==> src/rtl/eqt_params.svh <==
`ifndef EQT_PARAMS_SVH
`define EQT_PARAMS_SVH
// word index of each location; byte address is four times it
`define EQT_IDX_CTRL     10'h000
`define EQT_IDX_STAT     10'h001
`define EQT_IDX_SIG0     10'h10A
`define EQT_IDX_SIG1     10'h10B
`define EQT_IDX_SIG2     10'h10C
`define EQT_IDX_MAJOR    10'h10D
`define EQT_IDX_MINOR    10'h10E
`define EQT_IDX_FEAT0    10'h10F
`define EQT_IDX_FEAT1    10'h110
`define EQT_IDX_FEAT2    10'h111
`define EQT_IDX_FEAT3    10'h112
`define EQT_IDX_SUSP     10'h113
`define EQT_IDX_LOCK0    10'h114
`define EQT_IDX_LOCK1    10'h115
`define EQT_IDX_VCC      10'h116
`define EQT_IDX_VPP      10'h117
// table contents
`define EQT_VAL_SIG0     8'h50
`define EQT_VAL_SIG1     8'h52
`define EQT_VAL_SIG2     8'h49
`define EQT_VAL_MAJOR    8'h31
`define EQT_VAL_MINOR    8'h34
`define EQT_FEAT0_BASE   8'h66
`define EQT_FEAT0_PAGE   8'h80
`define EQT_VAL_FEAT1    8'h07
`define EQT_VAL_FEAT2    8'h00
`define EQT_VAL_FEAT3    8'h00
`define EQT_VAL_SUSP     8'h01
`define EQT_VAL_LOCK0    8'h33
`define EQT_VAL_LOCK1    8'h00
`define EQT_VAL_VCC      8'h18
`define EQT_VAL_VPP      8'h90
// field positions and reset values
`define EQT_CTRL_MUX     0
`define EQT_ALIGN_OK     2'h0
`define EQT_BYTE_ZERO    8'h00
`define EQT_UPPER_ZERO   24'h000000
`define EQT_WORD_ZERO    32'h00000000
`define EQT_CNT_ZERO     16'h0000
`define EQT_CNT_ONE      16'h0001
`endif

==> src/rtl/eqt_pkg.sv <==
package eqt_pkg;
	typedef logic [11:0] eqt_addr_t;   // apb byte address
	typedef logic [31:0] eqt_word_t;   // apb data word
	typedef logic [9:0]  eqt_idx_t;    // word index
	typedef logic [7:0]  eqt_byte_t;   // one table byte
	typedef logic [15:0] eqt_cnt_t;    // query read counter
endpackage

==> src/rtl/eqt_rom.sv <==
// Design decision made here: register access over APB.
`timescale 1ns/1ps
`default_nettype none
`include "eqt_params.svh"

module eqt_rom
(
	input  wire logic             REF_CLK,
	input  wire logic             RST_N,
	input  wire logic             PSEL,
	input  wire logic             PENABLE,
	input  wire logic             PWRITE,
	input  wire eqt_pkg::eqt_addr_t PADDR,
	input  wire eqt_pkg::eqt_word_t PWDATA,
	output var  eqt_pkg::eqt_word_t PRDATA,
	output logic                  PREADY,
	output var  logic             PSLVERR
);
	import eqt_pkg::*;

	////////////////////////////////////////////////////////////////
	// table lookup

	// one table byte per index; unlisted index gives zero
	function automatic eqt_byte_t eqt_lookup
	(
		input eqt_idx_t idx,
		input logic     mux
	);
		eqt_byte_t b;
		b = `EQT_BYTE_ZERO;
		case (idx)
			`EQT_IDX_SIG0:  b = `EQT_VAL_SIG0;
			`EQT_IDX_SIG1:  b = `EQT_VAL_SIG1;
			`EQT_IDX_SIG2:  b = `EQT_VAL_SIG2;
			`EQT_IDX_MAJOR: b = `EQT_VAL_MAJOR;
			`EQT_IDX_MINOR: b = `EQT_VAL_MINOR;
			// page read only without the a/d mux bus
			`EQT_IDX_FEAT0: b = mux ? `EQT_FEAT0_BASE
				: (`EQT_FEAT0_BASE | `EQT_FEAT0_PAGE);
			`EQT_IDX_FEAT1: b = `EQT_VAL_FEAT1;
			`EQT_IDX_FEAT2: b = `EQT_VAL_FEAT2;
			// bit 31 and bit 30 stay clear: no extension
			`EQT_IDX_FEAT3: b = `EQT_VAL_FEAT3;
			`EQT_IDX_SUSP:  b = `EQT_VAL_SUSP;
			`EQT_IDX_LOCK0: b = `EQT_VAL_LOCK0;
			`EQT_IDX_LOCK1: b = `EQT_VAL_LOCK1;
			`EQT_IDX_VCC:   b = `EQT_VAL_VCC;
			`EQT_IDX_VPP:   b = `EQT_VAL_VPP;
			default:        b = `EQT_BYTE_ZERO;
		endcase
		return b;
	endfunction

	// true for every table location
	function automatic logic eqt_in_table
	(
		input eqt_idx_t idx
	);
		return (idx >= `EQT_IDX_SIG0) && (idx <= `EQT_IDX_VPP);
	endfunction

	////////////////////////////////////////////////////////////////
	// state

	logic     mux_r;     // a/d mux bus variant select
	logic     mux_nxt;   // next value of the select
	eqt_cnt_t cnt_r;     // completed table reads
	eqt_cnt_t cnt_nxt;   // next counter value
	eqt_word_t rdata_r;  // read word, loaded in setup
	eqt_word_t rdata_nxt;
	logic     err_r;     // error flag for the access
	logic     err_nxt;

	////////////////////////////////////////////////////////////////
	// decode

	eqt_idx_t idx;       // word index of the request
	logic     aligned;   // byte offset within word is zero
	logic     hit_tab;   // table location
	logic     hit_ctrl;  // control register
	logic     hit_stat;  // status register
	logic     mapped;    // any known location
	logic     setup;     // first cycle of a transfer
	logic     access;    // completing cycle of a transfer
	eqt_byte_t tab_byte; // table byte for the index
	eqt_word_t rd_word;  // word a read would return

	assign idx      = PADDR[11:2];
	assign aligned  = (PADDR[1:0] == `EQT_ALIGN_OK);
	assign hit_tab  = aligned && eqt_in_table(idx);
	assign hit_ctrl = aligned && (idx == `EQT_IDX_CTRL);
	assign hit_stat = aligned && (idx == `EQT_IDX_STAT);
	assign mapped   = hit_tab || hit_ctrl || hit_stat;
	assign setup    = PSEL && !PENABLE;
	assign access   = PSEL && PENABLE;
	assign tab_byte = eqt_lookup(idx, mux_r);

	// table byte on the low lane, upper lanes zero
	assign rd_word = hit_tab ? {`EQT_UPPER_ZERO, tab_byte}
		: hit_ctrl ? {31'h00000000, mux_r}
		: hit_stat ? {16'h0000, cnt_r}
		: `EQT_WORD_ZERO;

	// read data is captured in setup so the access phase needs
	// no wait state and the data pins come from flip-flops
	assign rdata_nxt = setup ? (PWRITE ? `EQT_WORD_ZERO : rd_word)
		: rdata_r;

	// only an unmapped or misaligned address is an error; a
	// write to the table is accepted and simply dropped
	assign err_nxt = setup ? !mapped : err_r;

	// only the control register takes writes
	assign mux_nxt = (access && PWRITE && hit_ctrl)
		? PWDATA[`EQT_CTRL_MUX] : mux_r;

	// counter shows how many table reads have completed; it
	// wraps silently, which software must allow for
	assign cnt_nxt = (access && !PWRITE && hit_tab)
		? cnt_r + `EQT_CNT_ONE : cnt_r;

	////////////////////////////////////////////////////////////////
	// registers

	// control and status state
	always_ff @(posedge REF_CLK or negedge RST_N)
	begin
		if (!RST_N)
		begin
			mux_r <= 1'b0;
			cnt_r <= `EQT_CNT_ZERO;
		end
		else
		begin
			mux_r <= mux_nxt;
			cnt_r <= cnt_nxt;
		end
	end

	// bus answer flip-flops
	always_ff @(posedge REF_CLK or negedge RST_N)
	begin
		if (!RST_N)
		begin
			rdata_r <= `EQT_WORD_ZERO;
			err_r   <= 1'b0;
		end
		else
		begin
			rdata_r <= rdata_nxt;
			err_r   <= err_nxt;
		end
	end

	////////////////////////////////////////////////////////////////
	// outputs

	assign PREADY  = 1'b1;  // never waits
	assign PRDATA  = rdata_r;
	assign PSLVERR = err_r && access;
endmodule
`default_nettype wire
==> config.mk <==
export PLATFORM = sky130hd
export DESIGN_NAME = eqt_rom
export DESIGN_NICKNAME = d
export VERILOG_FILES = /design/src/rtl/eqt_pkg.sv /design/src/rtl/eqt_rom.sv
export VERILOG_INCLUDE_DIRS = /design/src /design/src/rtl
export SDC_FILE = /design/constraint.sdc
export NUM_CORES = 1
export LEC_CHECK = 0
export BUFFER_PORTS_ARGS = -buffer_cell sky130_fd_sc_hd__buf_4
export CORE_ASPECT_RATIO = 1.75
export CORE_UTILIZATION = 43
export DETAILED_ROUTE_END_ITERATION = 10
export PLACE_DENSITY = 0.81
export SLEW_MARGIN = 20
export SYNTH_ARGS = -nofsm -noshare
export SYNTH_HDL_FRONTEND = slang
export SYNTH_SLANG_ARGS = --single-unit
==> constraint.sdc <==
create_clock -name REF_CLK -period 1.65 [get_ports REF_CLK]
set_input_delay 0.2475 -clock REF_CLK [delete_from_list [all_inputs] [get_ports REF_CLK]]
set_output_delay 0.2475 -clock REF_CLK [all_outputs]
set_load 0.02 [all_outputs]
Yosys cells after proc, flatten, opt, wreduce, memory -nomap -nowiden
Index checks and enable logic that the tools add are counted.
{"block": "word_totals", "out_inout_bits": 34, "memories": 0, "latch_bits": 0, "word_cells": 43, "ramBits": 0, "romBits": 0, "register_bits": 50, "input_bits": 49}
{"block": "op_classes", "n_bitwise": 0, "n_shift": 0, "n_reduce_logical": 18, "n_div": 0, "eq_ne": 12, "mul": 0, "addsub": 1, "order_cmp": 2, "muxes": 6}
{"op": "== test 10 x 9 -> 1 bit (second input constant)", "n": 11}
{"op": "one-hot mux 8 bit (11 select lines)", "n": 1}
{"op": "2-to-1 mux 16 bit", "n": 4}
{"op": "adder 16 x 1 -> 16 bit (second input constant)", "n": 1}
{"op": "logical AND 1 bit", "n": 11}
{"op": "== test 10 x 1 -> 1 bit (second input constant)", "n": 1}
{"op": "greater-or-equal comparator 10 x 9 -> 1 bit (second input constant)", "n": 1}
{"op": "<= comparator 10 x 9 -> 1 bit (second input constant)", "n": 1}
{"op": "zero test 10 bit", "n": 1}
{"op": "2-to-1 mux 8 bit", "n": 1}
{"op": "zero test 1 bit", "n": 3}
{"op": "zero test 2 bit", "n": 1}
{"op": "logical OR 1 bit", "n": 2}

Depth between registers and ports, before layout
{"block": "logic_depth", "ltp_word": 6, "ltp_mapped": 7, "depth_no_buf": 6}

Least setup slack after synthesis
No wires, ideal clock.
{"block": "synth_path", "path_kind": "input-to-reg", "from": "input PADDR[4]", "to": "register cnt_r[11]", "n_path_buf": 2, "cell_stages": 7, "arrival_ns": 1.567, "setup_ns": 0.079, "setup_slack_ns": 0.004, "required_time_ns": 1.571, "cell_sequence": "buf_4 nor2_2 o21a_4 or4_4 buf_6 nor3_2 xor2_1"}
{"block": "synth_between", "elab_chain_len": 4, "word_cells_on_any_way": 5, "classes_between": "order compare: 2; reduce/logical: 3"}
{"element": "start, declared", "line": "eqt_rom.sv:13", "rtl": "input wire eqt_pkg::eqt_addr_t PADDR,"}
{"element": "greater-or-equal comparator 10 x 9 -> 1 bit (no source line) / <= comparator 10 x 9 -> 1 bit (equally long branches)"}
{"element": "logical AND 1 bit (*)", "line": "eqt_rom.sv:60", "rtl": "return (idx >= `EQT_IDX_SIG0) && (idx <= `EQT_IDX_VPP);"}
{"element": "logical AND 1 bit (*)", "line": "eqt_rom.sv:91", "rtl": "assign hit_tab = aligned && eqt_in_table(idx);"}
{"element": "logical AND 1 bit (*)", "line": "eqt_rom.sv:120", "rtl": "assign cnt_nxt = (access && !PWRITE && hit_tab)"}
{"element": "end signal, assigned", "line": "eqt_rom.sv:132", "rtl": "cnt_r <= `EQT_CNT_ZERO;"}
{"element": "end signal, assigned", "line": "eqt_rom.sv:137", "rtl": "cnt_r <= cnt_nxt;"}
{"element": "end, declared", "line": "eqt_rom.sv:68", "rtl": "eqt_cnt_t cnt_r;"}
Every way passes the cells marked *; elsewhere a longest branch is shown, timed or not.
A chain may end at the register's enable or synchronous reset.

Final worst setup path
{"block": "layout_path", "from": "register cnt_r[0]", "to": "register cnt_r[10]"}
{"block": "layout_between", "elab_chain_len": 1}
{"element": "adder 16 x 1 -> 16 bit (no source line)"}
Every way passes these cells.

==> flow_metrics.py <==
metrics = {
    "critical_path": {
        "startpoint_type": "flop",
        "crit_fanout": 4,
        "reg2reg_slack_ns": 0.03,
        "worstPathRequired_ns": 1.82,
        "critPathKind": "reg -> reg",
        "worst_setup_path_end_kind": "flop",
        "worst_ep_arrival_time_ns": 1.79,
    },
    "power_and_ir_drop": {
        "power_per_cell_area_nw_per_um2": 682.1,
        "ir_drop_uv": 481.2,
        "cellLeakagePower_uw": 0.001196,
        "post_route_total_power_uw": 1666,
    },
    "global_routing": {
        "grt_use_met1_pct": 20.15,
        "global_route.usage.met3_pct": 3.553,
        "grt_antenna_before_repair": 0,
        "global_route.overflow_total": 0,
        "grt_pass1_wl_mm": 6.872,
        "grt_util_met2_pct": 35.23,
        "grt_start_max_net_pins": 35,
        "grt.total_usage_pct": 19.36,
        "top_usage_layer": "met2",
        "first_global_vias": 1546,
    },
    "sta": {
        "tns_ns": 0,
        "report.final.slew_viol_count": 0,
        "finalCriticalPeriod_ns": 1.619,
        "hold_slack_ns": 0.1979,
        "final-hold-violation-count": 0,
        "setup_viol_count_final": 0,
        "period_utilization_pct": 98.14,
        "grt_setup_unrepaired": "yes",
        "final.setup_skew_ns": 0.005623,
        "max_clock_freq_mhz": 617.5,
    },
    "yosys": {
        "synth.distinct_cells": 45,
        "ys_seq_area_share_pct": 44.50,
        "yosysTopAreaCellShare_pct": 44.50,
        "synthCells": 188,
        "yosys-top-cells-area": "sky130_fd_sc_hd__dfrtp_1 (45%), sky130_fd_sc_hd__buf_4 (7.1%), sky130_fd_sc_hd__a22o_1 (3.7%)",
        "count_leader_synth": "sky130_fd_sc_hd__dfrtp_1",
        "ys_warnings": 0,
        "synth_area_leader_cell": "sky130_fd_sc_hd__dfrtp_1",
        "synth_area_per_cell_um2": 10.17,
        "synth_top_cells_by_count": "sky130_fd_sc_hd__dfrtp_1 (34), sky130_fd_sc_hd__buf_4 (18), sky130_fd_sc_hd__nand2_1 (18), sky130_fd_sc_hd__o21ai_0 (9)",
        "syn-cell-area_um2": 1912,
        "asyncSetResetFlopFracSynth_pct": 100.0,
        "prevailing_post_synth_register_cell": "sky130_fd_sc_hd__dfrtp_1",
        "synth-edff-count": 0,
        "yosys_register_bits": 34,
    },
    "layout": {
        "antenna_cells_inserted": 0,
        "final_util_pct": 58.30,
        "filler_cell_count": 382,
        "fin_cells": 299,
        "nNetsFinal": 299,
        "final_layout_size_suffix_gt1_share_pct": 34.00,
        "area.growth.synth_to_final_pct": 27.75,
    },
    "placed_design": {
        "buffer_ports.inserted": 34,
        "place.gp.congestion": 0.8956,
        "hpwl_mm": 3.053,
        "placed_cells_incl_taps": 287,
    },
    "detailed_routing": {
        "post-route-drc-count": 0,
        "drt_wl_total_mm": 4.151,
        "routed-via-count": 1628,
        "route.antenna.remaining_nets": 0,
        "detailedRoute.firstPassIterationCount": 4,
        "wire_per_inst_um": 13.88,
        "detailedRoute.firstIterationViolations": 62,
        "via_per_inst": 5.445,
    },
    "floorplanning": {
        "io_pins": 83,
        "design.die.area_um2": 4727,
        "floorplan.die.height_um": 90.21,
        "core_area_um2": 4189,
        "die_w_um": 52.41,
        "floorplan.initialDensity_pct": 45.64,
        "placementRows": 31,
    },
    "clocking": {
        "clock_sink_count": 34,
        "clk-insertion-delay-late_ns": 0.28,
        "h_tree_depth": 2,
        "cts.root.buffer_cell": "sky130_fd_sc_hd__clkbuf_8",
        "clk_transition_reported_paths_ns": 0.06,
        "postCtsResizedCells": 0,
        "clk_path_buf_depth": 2,
        "cts_made_buffers": 5,
        "clock_tree_from_tritoncts": "yes",
    },
    "run_status": {
        "outcome": "completed",
    },
    "flow_run": {
        "max-cap-violations": 0,
    },
    "worst_hold_path": {
        "holdCritPathClass": "in -> reg",
    },
}
worst max-delay path, cell delays in order (launching register included):
cell                      delay, ns
sky130_fd_sc_hd__dfrtp_1       0.38
sky130_fd_sc_hd__ha_1          0.16
sky130_fd_sc_hd__and4b_1       0.25
sky130_fd_sc_hd__nand4_1       0.17
sky130_fd_sc_hd__nor4_2        0.16
sky130_fd_sc_hd__buf_4         0.17
sky130_fd_sc_hd__nand3_1       0.09
sky130_fd_sc_hd__xnor2_1       0.14
final timing paths:
kind                                start         to  cells after the start
worst max-delay path             cnt_r[0]  cnt_r[10]                      7
worst min register to register  cnt_r[15]  cnt_r[15]                      1
max in group asynchronous           RST_N  PRDATA[4]                      2
worst min-delay path            PWDATA[0]      mux_r                      2
worst max register to register   cnt_r[0]  cnt_r[10]                      7
min in group asynchronous           RST_N  PRDATA[8]                      2
logic make-up after synthesis:
kind of cell | synth area share, %
AOI/OAI and AO/OA | 12.70
buffers and inverters | 9.097
other | 0.3928
xor gates and xnor gates | 7.330
adders and majority gates | 0.6543
muxes | 2.290
and+or+nand+nor | 23.04
DFF | 44.50
per-layer routing:
layer  wire length (um)  share of wire (%)
met1               1464                 35
met4                134                3.2
met2               2339                 56
met3                211                5.1
met5                  0                  0
flip-flops by register name, indices dropped and copies added, names as in the netlist:
name,count
cnt_r,16
err_r,1
PRDATA,16
mux_r,1
what timing repair did:
action / in CTS / in global routing
endpoints found under the setup margin: 0 / 5
hold endpoints to repair: 34 / 0
hold buffers: 1 / 0
setup buffers: 0 / 3
per-stage QoR:
stage / worst slack (ns) / instance area (um^2)
after floorplan: 0.003678 / 1968
after global placement: -0.07169 / 2318
after detailed placement: -0.1181 / 2318
after CTS: 0.01449 / 2420
after global routing: -0.1094 / 2442
final: 0.03065 / 2442
layout by cell type, fill, tap and decap left out, types with 2 or more instances in the layout:
master	count
sky130_fd_sc_hd__nor2b_1	4
sky130_fd_sc_hd__nor3_2	5
sky130_fd_sc_hd__nor3_1	6
sky130_fd_sc_hd__and3_1	3
sky130_fd_sc_hd__clkbuf_8	6
sky130_fd_sc_hd__nand4_1	5
sky130_fd_sc_hd__mux2_2	3
sky130_fd_sc_hd__nand3_1	7
sky130_fd_sc_hd__nand2_1	18
sky130_fd_sc_hd__xnor2_1	8
sky130_fd_sc_hd__buf_4	61
sky130_fd_sc_hd__nand2b_1	2
sky130_fd_sc_hd__xor2_1	8
sky130_fd_sc_hd__inv_1	2
sky130_fd_sc_hd__conb_1	17
sky130_fd_sc_hd__o21ai_0	9
sky130_fd_sc_hd__nor2_1	7
sky130_fd_sc_hd__nor4_1	2
sky130_fd_sc_hd__a31oi_1	2
sky130_fd_sc_hd__a22oi_1	7
sky130_fd_sc_hd__o21ai_1	2
sky130_fd_sc_hd__dfrtp_1	34
sky130_fd_sc_hd__a22o_1	8
cell type report:
| type | instances | area [um^2] | share of cell area [%] |
|---|---|---|---|
| sequential | 34 | 850.8 | 34.84 |
| timing repair buffer | 63 | 488.0 | 19.98 |
| inverter | 2 | 7.507 | 0.3074 |
| tap | 49 | 61.31 | 2.510 |
| multi-input combinational | 143 | 943.4 | 38.63 |
| clock buffer | 7 | 86.33 | 3.535 |
| clock inverter | 1 | 5.005 | 0.2049 |
power breakdown:
group	switching (uW)	total [uW]	internal, uW
clock	280	616	336
combinational	127	210	83.4
sequential	2.21	839	837
Power figures use the tool's default switching activity.
